**src/bbc_cfg.svh**
```systemverilog
// offsets, field positions, reset values and codes of the converter bank
// assumes word-addressed bus access with the index low byte on the address
`ifndef BBC_CFG_SVH
`define BBC_CFG_SVH

// register indices (byte address = 4 x index)
`define BBC_IDX_SWITCH    32'h5000_0080
`define BBC_IDX_LEVEL     32'h5000_0082
`define BBC_IDX_IDLE      32'h5000_0084
// low index byte compared against the bus word address
`define BBC_DEC_SWITCH    8'h80
`define BBC_DEC_LEVEL     8'h82
`define BBC_DEC_IDLE      8'h84

// reset values and implemented bits
`define BBC_RST_SWITCH    16'h000C
`define BBC_RST_LEVEL     16'h8C20
`define BBC_RST_IDLE      16'h0015
`define BBC_MASK_SWITCH   16'hFFFF
`define BBC_MASK_LEVEL    16'hFFFF
`define BBC_MASK_IDLE     16'h001F

// switch control fields
`define BBC_TRIM_LSB      14
`define BBC_OSW_LSB       12
`define BBC_PSW_LSB       10
`define BBC_NSW_LSB       8
`define BBC_TEST_LSB      5
`define BBC_THR_LSB       1
// level control fields
`define BBC_CORE_LSB      12
`define BBC_HIGH_LSB      9
`define BBC_TON_LSB       7
`define BBC_ILIM_LSB      3
`define BBC_CAL_LSB       0
// idle control fields
`define BBC_TMO_LSB       3
`define BBC_IDLE_LSB      1
`define BBC_AUTO_BIT      0

// low cell threshold code that never disables the boost stage
`define BBC_THR_ALWAYS    3'h7
// pin input synchroniser stages
`define BBC_SYNC_STAGES   3

`endif

```
**src/bbc_pkg.sv**
```systemverilog
// types shared by the converter register bank
// assumes bbc_cfg.svh for all numeric constants
package bbc_pkg;

   // switch drive level
   typedef enum logic [1:0] {
      BBC_DRV_FULL,
      BBC_DRV_TWO_THIRDS,
      BBC_DRV_ONE_THIRD,
      BBC_DRV_OFF
   } bbc_drive_t;

   // trigger source of the idle voltage check
   typedef enum logic [2:0] {
      BBC_TRIG_16M,
      BBC_TRIG_4M,
      BBC_TRIG_1M,
      BBC_TRIG_250K,
      BBC_TRIG_32K
   } bbc_trig_t;

   // static controls into the analogue stage
   typedef struct packed {
      logic [1:0] sense_trim;
      bbc_drive_t output_switch_drive;
      bbc_drive_t battery_switch_drive;
      bbc_drive_t ground_switch_drive;
      logic [2:0] test_mode;
      logic [2:0] low_cell_threshold;
      logic       boost_allowed;
      logic [3:0] core_rail_setpoint;
      logic [2:0] high_rail_setpoint;
      logic [1:0] min_on_time;
      logic [3:0] switch_current_limit;
      logic [2:0] auto_calibration_ctrl;
      logic [1:0] idle_timeout;
      bbc_trig_t  idle_trigger;
      logic       step_down_on;
   } bbc_conv_t;

endpackage : bbc_pkg

```
**src/bbc_avmm_slave.sv**
```systemverilog
// avalon-mm slave front end: one wait state, decode, registered read data
// assumes master holds the request until it sees waitrequest low
`include "bbc_cfg.svh"

module bbc_avmm_slave
   import bbc_pkg::*;
(
   // clock and reset
   input  wire logic        clk_sys,
   input  wire logic        rst,
   // avalon-mm
   input  wire logic [7:0]  address,
   input  wire logic        read,
   input  wire logic        write,
   input  wire logic [31:0] writedata,
   input  wire logic [3:0]  byteenable,
   output logic      [31:0] readdata,
   output logic             waitrequest,
   // register file side
   output logic      [2:0]  hit,
   input  wire logic [15:0] rd_word,
   output logic             wr_stb,
   output logic      [15:0] wr_data,
   output logic      [1:0]  wr_be
);

   logic        ack_r;
   logic        ack_nxt;
   logic [31:0] rdata_r;
   logic [31:0] rdata_nxt;
   logic        req;

   assign req         = read | write;
   assign waitrequest = req & ~ack_r;
   assign wr_stb      = write & ack_r;
   assign wr_data     = writedata[15:0];
   assign wr_be       = byteenable[1:0];
   assign readdata    = rdata_r;

   always_comb begin
      hit[0] = (address == `BBC_DEC_SWITCH);
      hit[1] = (address == `BBC_DEC_LEVEL);
      hit[2] = (address == `BBC_DEC_IDLE);
   end

   // unmapped reads return zero since rd_word is zero with no hit
   always_comb begin
      ack_nxt   = req & ~ack_r;
      rdata_nxt = rdata_r;
      if (read && !ack_r) begin
         rdata_nxt = {16'h0000, rd_word};
      end
   end

   always_ff @(posedge clk_sys) begin
      if (rst) begin
         ack_r   <= 1'b0;
         rdata_r <= 32'h0000_0000;
      end else begin
         ack_r   <= ack_nxt;
         rdata_r <= rdata_nxt;
      end
   end

endmodule // bbc_avmm_slave

```
**src/bbc_regs.sv**
```systemverilog
// buck/boost converter configuration bank with avalon-mm access
// assumes analogue status pins are asynchronous to clk_sys
//
// The Avalon-MM register port was left to the implementer.
`include "bbc_cfg.svh"

// Function
// - two-bit sense trim, reset zero, fed to current-sense circuit
// - three drive fields: full, two-thirds, one-third, off; reset full
// - low cell threshold reset 110; boost disabled below selected cut-off
// - core rail setpoint, reset 8, output 1.2 V plus N x 25 mV
// - high rail setpoint, reset 6, 1.8 V steps or fixed 2.4-2.76 V
// - program memory regulator on forces delivered high rail msb high
// - switch current limit, reset 4, about N x 10 mA
// - auto calibration, reset zero disables; software uses 1 or 6
// - idle trigger select, reset 10: 16 MHz, 4 MHz, 1 MHz, 250 kHz
// - without 16 MHz oscillator the idle trigger is 32 kHz
// - step-down auto enable, reset one, starts buck on grounded low cell while device active
module bbc_regs
   import bbc_pkg::*;
(
   // clock and reset
   input  wire logic        clk_sys,
   input  wire logic        rst,
   // avalon-mm slave
   input  wire logic [7:0]  address,
   input  wire logic        read,
   input  wire logic        write,
   input  wire logic [31:0] writedata,
   input  wire logic [3:0]  byteenable,
   output logic      [31:0] readdata,
   output logic             waitrequest,
   // analogue and clock status, asynchronous
   input  wire logic        osc16_running,
   input  wire logic        prog_mem_reg_en,
   input  wire logic        device_active,
   input  wire logic        low_cell_grounded,
   input  wire logic        low_cell_below_cutoff,
   // controls into the converter stage
   output bbc_conv_t        conv
);

   localparam int NSYNC = 5;

   logic [2:0]  hit;
   logic [15:0] rd_word;
   logic        wr_stb;
   logic [15:0] wr_data;
   logic [1:0]  wr_be;

   bbc_avmm_slave u_bus (
      .clk_sys     (clk_sys),
      .rst         (rst),
      .address     (address),
      .read        (read),
      .write       (write),
      .writedata   (writedata),
      .byteenable  (byteenable),
      .readdata    (readdata),
      .waitrequest (waitrequest),
      .hit         (hit),
      .rd_word     (rd_word),
      .wr_stb      (wr_stb),
      .wr_data     (wr_data),
      .wr_be       (wr_be)
   );

   // pin synchronisers: a change counts once stages two and three agree
   logic [NSYNC-1:0] in_raw;
   logic [NSYNC-1:0] filt;

   assign in_raw = {low_cell_below_cutoff, low_cell_grounded,
                    device_active, prog_mem_reg_en, osc16_running};

   genvar g;
   for (g = 0; g < NSYNC; g++) begin : g_sync
      logic [`BBC_SYNC_STAGES-1:0] sh_r;
      logic [`BBC_SYNC_STAGES-1:0] sh_nxt;
      logic                        f_r;
      logic                        f_nxt;

      always_comb begin
         sh_nxt = {sh_r[1:0], in_raw[g]};
         f_nxt  = (sh_r[1] == sh_r[2]) ? sh_r[2] : f_r;
      end

      always_ff @(posedge clk_sys) begin
         if (rst) begin
            sh_r <= '0;
            f_r  <= 1'b0;
         end else begin
            sh_r <= sh_nxt;
            f_r  <= f_nxt;
         end
      end

      assign filt[g] = f_r;
   end

   logic osc_ok;
   logic otp_on;
   logic act_ok;
   logic gnd_ok;
   logic below_ok;

   assign osc_ok   = filt[0];
   assign otp_on   = filt[1];
   assign act_ok   = filt[2];
   assign gnd_ok   = filt[3];
   assign below_ok = filt[4];

   // register storage
   logic [15:0] sw_r;
   logic [15:0] sw_nxt;
   logic [15:0] lv_r;
   logic [15:0] lv_nxt;
   logic [15:0] id_r;
   logic [15:0] id_nxt;

   function automatic logic [15:0] merge(input logic [15:0] old,
                                         input logic [15:0] d,
                                         input logic [1:0]  be,
                                         input logic [15:0] mask);
      logic [15:0] n;
      n = old;
      if (be[0]) begin
         n[7:0] = d[7:0];
      end
      if (be[1]) begin
         n[15:8] = d[15:8];
      end
      return n & mask;
   endfunction

   // test mode and spare bits stay plain storage; software keeps them zero
   always_comb begin
      sw_nxt = sw_r;
      lv_nxt = lv_r;
      id_nxt = id_r;
      if (wr_stb && hit[0]) begin
         sw_nxt = merge(sw_r, wr_data, wr_be, `BBC_MASK_SWITCH);
      end
      if (wr_stb && hit[1]) begin
         lv_nxt = merge(lv_r, wr_data, wr_be, `BBC_MASK_LEVEL);
      end
      if (wr_stb && hit[2]) begin
         id_nxt = merge(id_r, wr_data, wr_be, `BBC_MASK_IDLE);
      end
   end

   always_ff @(posedge clk_sys) begin
      if (rst) begin
         sw_r <= `BBC_RST_SWITCH;
         lv_r <= `BBC_RST_LEVEL;
         id_r <= `BBC_RST_IDLE;
      end else begin
         sw_r <= sw_nxt;
         lv_r <= lv_nxt;
         id_r <= id_nxt;
      end
   end

   // readback shows what software wrote, not the forced msb
   always_comb begin
      rd_word = 16'h0000;
      if (hit[0]) begin
         rd_word = sw_r;
      end
      if (hit[1]) begin
         rd_word = lv_r;
      end
      if (hit[2]) begin
         rd_word = id_r;
      end
   end

   // converter controls, registered so the analogue side sees no glitch
   bbc_conv_t  conv_r;
   bbc_conv_t  conv_nxt;
   logic [2:0] thr;
   logic [2:0] high;
   logic [1:0] idle_sel;

   always_comb begin
      thr      = sw_r[`BBC_THR_LSB +: 3];
      high     = lv_r[`BBC_HIGH_LSB +: 3];
      idle_sel = id_r[`BBC_IDLE_LSB +: 2];
      conv_nxt.sense_trim = sw_r[`BBC_TRIM_LSB +: 2];
      conv_nxt.output_switch_drive =
         bbc_drive_t'(sw_r[`BBC_OSW_LSB +: 2]);
      conv_nxt.battery_switch_drive =
         bbc_drive_t'(sw_r[`BBC_PSW_LSB +: 2]);
      conv_nxt.ground_switch_drive =
         bbc_drive_t'(sw_r[`BBC_NSW_LSB +: 2]);
      conv_nxt.test_mode = sw_r[`BBC_TEST_LSB +: 3];
      conv_nxt.low_cell_threshold = thr;
      // the comparator itself is analogue; only its verdict is gated here
      conv_nxt.boost_allowed = (thr == `BBC_THR_ALWAYS) || !below_ok;
      conv_nxt.core_rail_setpoint = lv_r[`BBC_CORE_LSB +: 4];
      conv_nxt.high_rail_setpoint = high;
      if (otp_on) begin
         conv_nxt.high_rail_setpoint[2] = 1'b1;
      end
      conv_nxt.min_on_time = lv_r[`BBC_TON_LSB +: 2];
      conv_nxt.switch_current_limit = lv_r[`BBC_ILIM_LSB +: 4];
      conv_nxt.auto_calibration_ctrl = lv_r[`BBC_CAL_LSB +: 3];
      conv_nxt.idle_timeout = id_r[`BBC_TMO_LSB +: 2];
      unique case (idle_sel)
         2'h0: conv_nxt.idle_trigger = BBC_TRIG_16M;
         2'h1: conv_nxt.idle_trigger = BBC_TRIG_4M;
         2'h2: conv_nxt.idle_trigger = BBC_TRIG_1M;
         2'h3: conv_nxt.idle_trigger = BBC_TRIG_250K;
      endcase
      if (!osc_ok) begin
         conv_nxt.idle_trigger = BBC_TRIG_32K;
      end
      conv_nxt.step_down_on =
         id_r[`BBC_AUTO_BIT] && act_ok && gnd_ok;
   end

   always_ff @(posedge clk_sys) begin
      if (rst) begin
         conv_r <= '0;
      end else begin
         conv_r <= conv_nxt;
      end
   end

   assign conv = conv_r;

   logic wr_sw;
   logic wr_lv;
   logic wr_id;

   assign wr_sw = wr_stb && hit[0];
   assign wr_lv = wr_stb && hit[1];
   assign wr_id = wr_stb && hit[2];
endmodule // bbc_regs

```
**config.mk**
```make
export PLATFORM = sky130hd
export DESIGN_NAME = bbc_regs
export DESIGN_NICKNAME = d
export VERILOG_FILES = /design/src/bbc_pkg.sv /design/src/bbc_avmm_slave.sv /design/src/bbc_regs.sv
export VERILOG_INCLUDE_DIRS = /design/src /design/src/src
export SDC_FILE = /design/constraint.sdc
export NUM_CORES = 1
export LEC_CHECK = 0
export BUFFER_PORTS_ARGS = -buffer_cell sky130_fd_sc_hd__buf_2
export CORE_AREA = 2 2 94 96
export DETAILED_ROUTE_END_ITERATION = 12
export DIE_AREA = 0 0 96 98
export GPL_ROUTABILITY_DRIVEN = 0
export PLACE_DENSITY = 0.81
export SLEW_MARGIN = 20
export SYNTH_ARGS = -nofsm -noshare
export SYNTH_HDL_FRONTEND = slang
export SYNTH_HIERARCHICAL = 1
export SYNTH_SLANG_ARGS = --single-unit
```
**constraint.sdc**
```tcl
create_clock -name clk_sys -period 3.9 [get_ports clk_sys]
set_clock_uncertainty 0.1 [all_clocks]
set_input_delay 0.78 -clock clk_sys [delete_from_list [all_inputs] [get_ports clk_sys]]
set_output_delay 0.78 -clock clk_sys [all_outputs]
set_load 0.1 [all_outputs]
```
---- Yosys cells after proc, flatten, opt, wreduce, memory -nomap -nowiden ----
Index checks and enable logic that the tools add are counted.
word-level totals
  memory bits (writable) .................. 0
  output and inout bits ................... 70
  bits in registers ....................... 111
  memories ................................ 0
  word-level logic and storage cells ...... 72
  latch bits .............................. 0
  ROM bits ................................ 0
cells by class
  multiply operators ...................... 0
  equal/unequal tests ..................... 12
  shifts and indexed selects .............. 0
  bitwise logic cells ..................... 5
  order comparisons ....................... 0
  mux-type cells .......................... 6
  reductions and logical operators ........ 16
  div/mod/pow operators ................... 0
  add/sub/neg operators ................... 0
operator list
  operator                                       number
  two-way mux 16 bit                             3
  == test 8 bit, second input constant           3
  one-hot mux 3 bit (4 select lines)             1
  AND reduction 2 bit                            5
  logical AND 1 bit                              6
  == test 1 bit                                  5
  == test 2 bit, second input constant           2
  == test 3 bit, second input constant           1
  two-way mux 3 bit                              1
  bitwise AND 1 bit                              2
  == test 2 x 1 -> 1 bit, second input constant  1
  logical NOT 1 bit                              2
  logical NOT 2 bit                              1
  NOT 1 bit                                      2
  OR reduction 2 bit                             1
  logical OR 1 bit                               1
  two-way mux 1 bit                              1
  bitwise OR 1 bit                               1

---- Logic depth before layout (Yosys ltp) ----
  depth in word-level cells ............... 4
  mapped depth ............................ 8
  depth with buffers taken out ............ 6

---- Modules after synthesis ----
Netlist, hierarchy kept.
by module, submodules not included
  module          cells each  times used  area each (sq um)
  bbc_regs        338         1           3398.3
  bbc_avmm_slave  118         1           1063.5

---- Worst setup path before layout ----
Ideal clock, no wire load.
  path kind ............................... in2out
  start point ............................. input read
  end point ............................... output waitrequest
  arrival ................................. 2373 ps
  path slack .............................. 647 ps
  stages .................................. 3
  cells stage by stage .................... clkbuf_1 nor2_1 nor2_1
between the ends
  cells in the longest elaborated chain, start to end .. 2
ends and longest elaborated chain
  what               line                  source
  start, declared    bbc_regs.sv:27        input wire logic read,
  bitwise OR 1 bit   bbc_avmm_slave.sv:33  assign req = read | write;
  bitwise AND 1 bit  bbc_avmm_slave.sv:34  assign waitrequest = req & ~ack_r;
  end, declared      bbc_regs.sv:32        output logic waitrequest,
Every way passes these cells.

---- Final worst setup path ----
  start point ............................. input address[0]
  end point ............................... register lv_r[13]
between the ends
  cells in the longest elaborated chain, start to end .. 3
ends and longest elaborated chain
  what                                  line             source
  start, declared                       bbc_regs.sv:26   input wire logic [7:0] address,
  == test 8 bit (no source line)        -
  via hit[1]                            bbc_regs.sv:45   logic [2:0] hit;
  logical AND 1 bit                     -
  AND reduction 2 bit (no source line)  -
  end signal, assigned                  bbc_regs.sv:154  lv_r <= `BBC_RST_LEVEL;
  end signal, assigned                  bbc_regs.sv:158  lv_r <= lv_nxt;
  end, declared                         bbc_regs.sv:115  logic [15:0] lv_r;
The timed path passes the listed nets, and every way through them passes these cells.
A chain may end at the register's enable or synchronous reset.

==> impl_metrics.csv <==
group,metric,value,unit
logic_synthesis,ys_seq_area_share,49.8,%
global_route,grt_util_met1,24.9,%
routing,postRouteAntennaNets,0,
cts,clk_latency,0.37,ns
cts,cts_repair_resize_count,0,
routing,detail_route.wl_per_cell,14.0,um
sta,timing.setup.tns,0,ns
hold_path,hold_class,"flop to flop",
die,die_area,9410,sq um
routing,routed_via_density,5.06,
logic_synthesis,synth.distinct_cells,32,
sta,setup_ws,1.20,ns
place,dp_cells,612,
routing,via_count,3177,
routing,totalWireLength,8790,um
routing,drc_errors,0,
logic_synthesis,synth.top_cell.area_share,49.8,%
logic_synthesis,syn_inst,456,
cts,ctsHtreeMaxLevel,3,
finish,layout.nets,568,
critical_path,cp_slowest_stage_delay,0.57,ns
sta,slew_headroom,47.9,%
finish,layoutNonFillerInstCount,628,
global_route,grt_overflow,0,
sta,max_freq,370,MHz
routing,drt_pass1_iterations,4,
die,core,8470,sq um
cts,path_clk_slew,0.10,ns
die,die_width,96,um
logic_synthesis,yosys-top-cells-area,"dfxtp_1 (50%), mux2i_1 (7.2%), nand2b_1 (7.2%)",
critical_path,path_cells,"buf_2, or4_4, nor4b_4, buf_4, and3_1, mux2i_1",
logic_synthesis,yosysWarnings,6,
finish,syn2layout_area_growth,11.2,%
global_route,grt_max_degree,61,
critical_path,cp_max_fo,15,
sta,setup_violations,0,
critical_path,cp.required,4.11,ns
job,maxCapViolCount,0,
critical_path,arrival,2.91,ns
global_route,use_met2,28.8,%
global_route,grt_use_total,18.7,%
finish,drive_above_1_share,22.9,%
finish,n_fill_cell,735,
finish,register_area,2220,sq um
finish,n_antenna_cell,0,
critical_path,path_class,"input pin to flop",
critical_path,end_kind,"flop",
sta,post-route-min-period,2.70,ns
cts,hold_buffers,0,
sta,finalHoldViolations,0,
cts,cts_tree,"built",
global_route,busiest_layer,"met2",
finish,multiInputGateArea,1840,sq um
power,p_per_area,409,nW/um^2
global_route,grt_pass1_vias,3003,
power,p_leak,2.26,nW
logic_synthesis,ys_seq_elements,111,
place,dp_hpwl,6270,um
logic_synthesis,syn_area,4460,sq um
cts,cts_root_buf,"clkbuf_8",
sta,worstMarginPinSlew,0.781,ns
logic_synthesis,syn_area_per_cell,9.78,sq um
sta,rsz0062_at_grt,"no",
global_route,grt_pass1_wl,13800,um
cts,cts_buffer_depth,2,
die,ioPinCount,123,
die,die_h,98,um
logic_synthesis,synth_area_leader_cell,"dfxtp_1",
cts,numCtsBuffers,9,
die,rows,34,
sta,slew_violations,0,
status,outcome,"completed",
finish,final_common_cell,"dfxtp_1",
cts,post_cts_buffers,0,
place,dp_slack,0.808,ns
routing,drt_iter0_markers,165,
sta,period_share,69.3,%
power,peakVddDrop,0.181,mV
finish,layout_common_cells,"dfxtp_1 (111), buf_2 (88), nand2b_1 (51)",
critical_path,cp-start-kind,"input pin",
cts,clkSinkCount,111,
critical_path,crit_slowest_cell,"or4_4",
global_route,met3_usage,3.55,%
die,start_util,52.7,%
global_route,antenna_found_initial,0,
place,io_buffers,88,
through the flow:
| stage | area [sq um] | total power [W] | hold slack [ns] | util (%) |
|---|---|---|---|---|
| global placement | 4760 | 0.00138 | 0.317 | 56.3 |
| floorplan | 4520 | 0.00137 | 0.314 | - |
| detailed placement | 4760 | 0.00138 | 0.321 | 56.3 |
| CTS | 4960 | 0.00204 | 0.346 | 58.6 |
| global route | 4960 | 0.00209 | 0.357 | 58.6 |
| finish | 4960 | 0.00203 | 0.342 | 58.6 |
per-layer routing:
layer | vias to the layer above | wire, um | share of wire, %
met4 | 0 | 262 | 3.0
met5 | - | 0 | 0
met1 | 1477 | 3880 | 44
met3 | 18 | 556 | 6.3
met2 | 113 | 4090 | 47
li1 | 1569 | - | -
worst paths after layout:
kind                                              startpoint                            to  slack [ns]  cells past startpoint
worst max-delay path                              address[0]         lv_r[13]$_SDFFE_PP0P_        1.20                      6
worst min-delay path            g_sync[3].sh_r[0]$_SDFF_PP0_  g_sync[3].sh_r[1]$_SDFF_PP0_        0.34                      1
worst max register to register        u_bus/ack_r$_SDFF_PP0_          lv_r[2]$_SDFFE_PP0P_        1.77                      3
worst min register to register  g_sync[3].sh_r[0]$_SDFF_PP0_  g_sync[3].sh_r[1]$_SDFF_PP0_        0.34                      1
kinds of logic (layout without fill, tap and decap cells):
group / Yosys count / in the layout / synth area share, %
AND/OR/NAND/NOR: 176 / 176 / 25.3
other: 1 / 16 / 0.0840
multiplexers: 37 / 37 / 8.61
AO/OA/AOI/OAI: 48 / 48 / 5.38
buffers and inverters: 83 / 132 / 10.8
flip-flops: 111 / 111 / 49.8
critical path: cells and delay by family:
family	cells	cell delay, ns
simple gates	3	1.50
buf+inv	2	0.37
mux	1	0.25
cell type report:
type,count,share of cell area (%)
flip-flops and latches,111,44.8
multi-input cells,277,37.0
repair buffers,95,9.93
well taps,108,2.72
clock buffers,9,2.50
inverters,21,1.59
clock inverters,7,1.49
cells in the mapped netlist, drive strengths merged:
library cell and instances:
or4 1, nor3 1, and2b 2, and3b 2, clkbuf 12, nor4b 1, nand4bb 16, nor2 22
and2 1, and3 5, mux2 5, nor4 2, dfxtp 111, conb 1, a21oi 27, nand3b 16
buf 50, o21ai 21, nand3 4, nand2 16, and4b 1, inv 21, mux2i 32, nand2b 51
nor2b 35
power by group:
group	total, W	switching (W)	internal, W	leakage [nW]
clock	0.000677	0.000380	0.000298	0.0992
sequential	0.00115	0.00000716	0.00115	0.900
combinational	0.000201	0.000156	0.0000447	1.26
total	0.00203	0.000543	0.00149	2.26
registers in the layout (all words and copies together) (netlist names):
| signal | cells |
|---|---|
| u_bus/readdata | 16 |
| sw_r | 16 |
| u_bus/ack_r | 1 |
| act_ok | 1 |
| id_r | 5 |
| g_sync.f_r | 3 |
| conv | 37 |
| g_sync.sh_r | 15 |
| below_ok | 1 |
| lv_r | 16 |
Note: power is estimated with default switching activity, not from simulation.
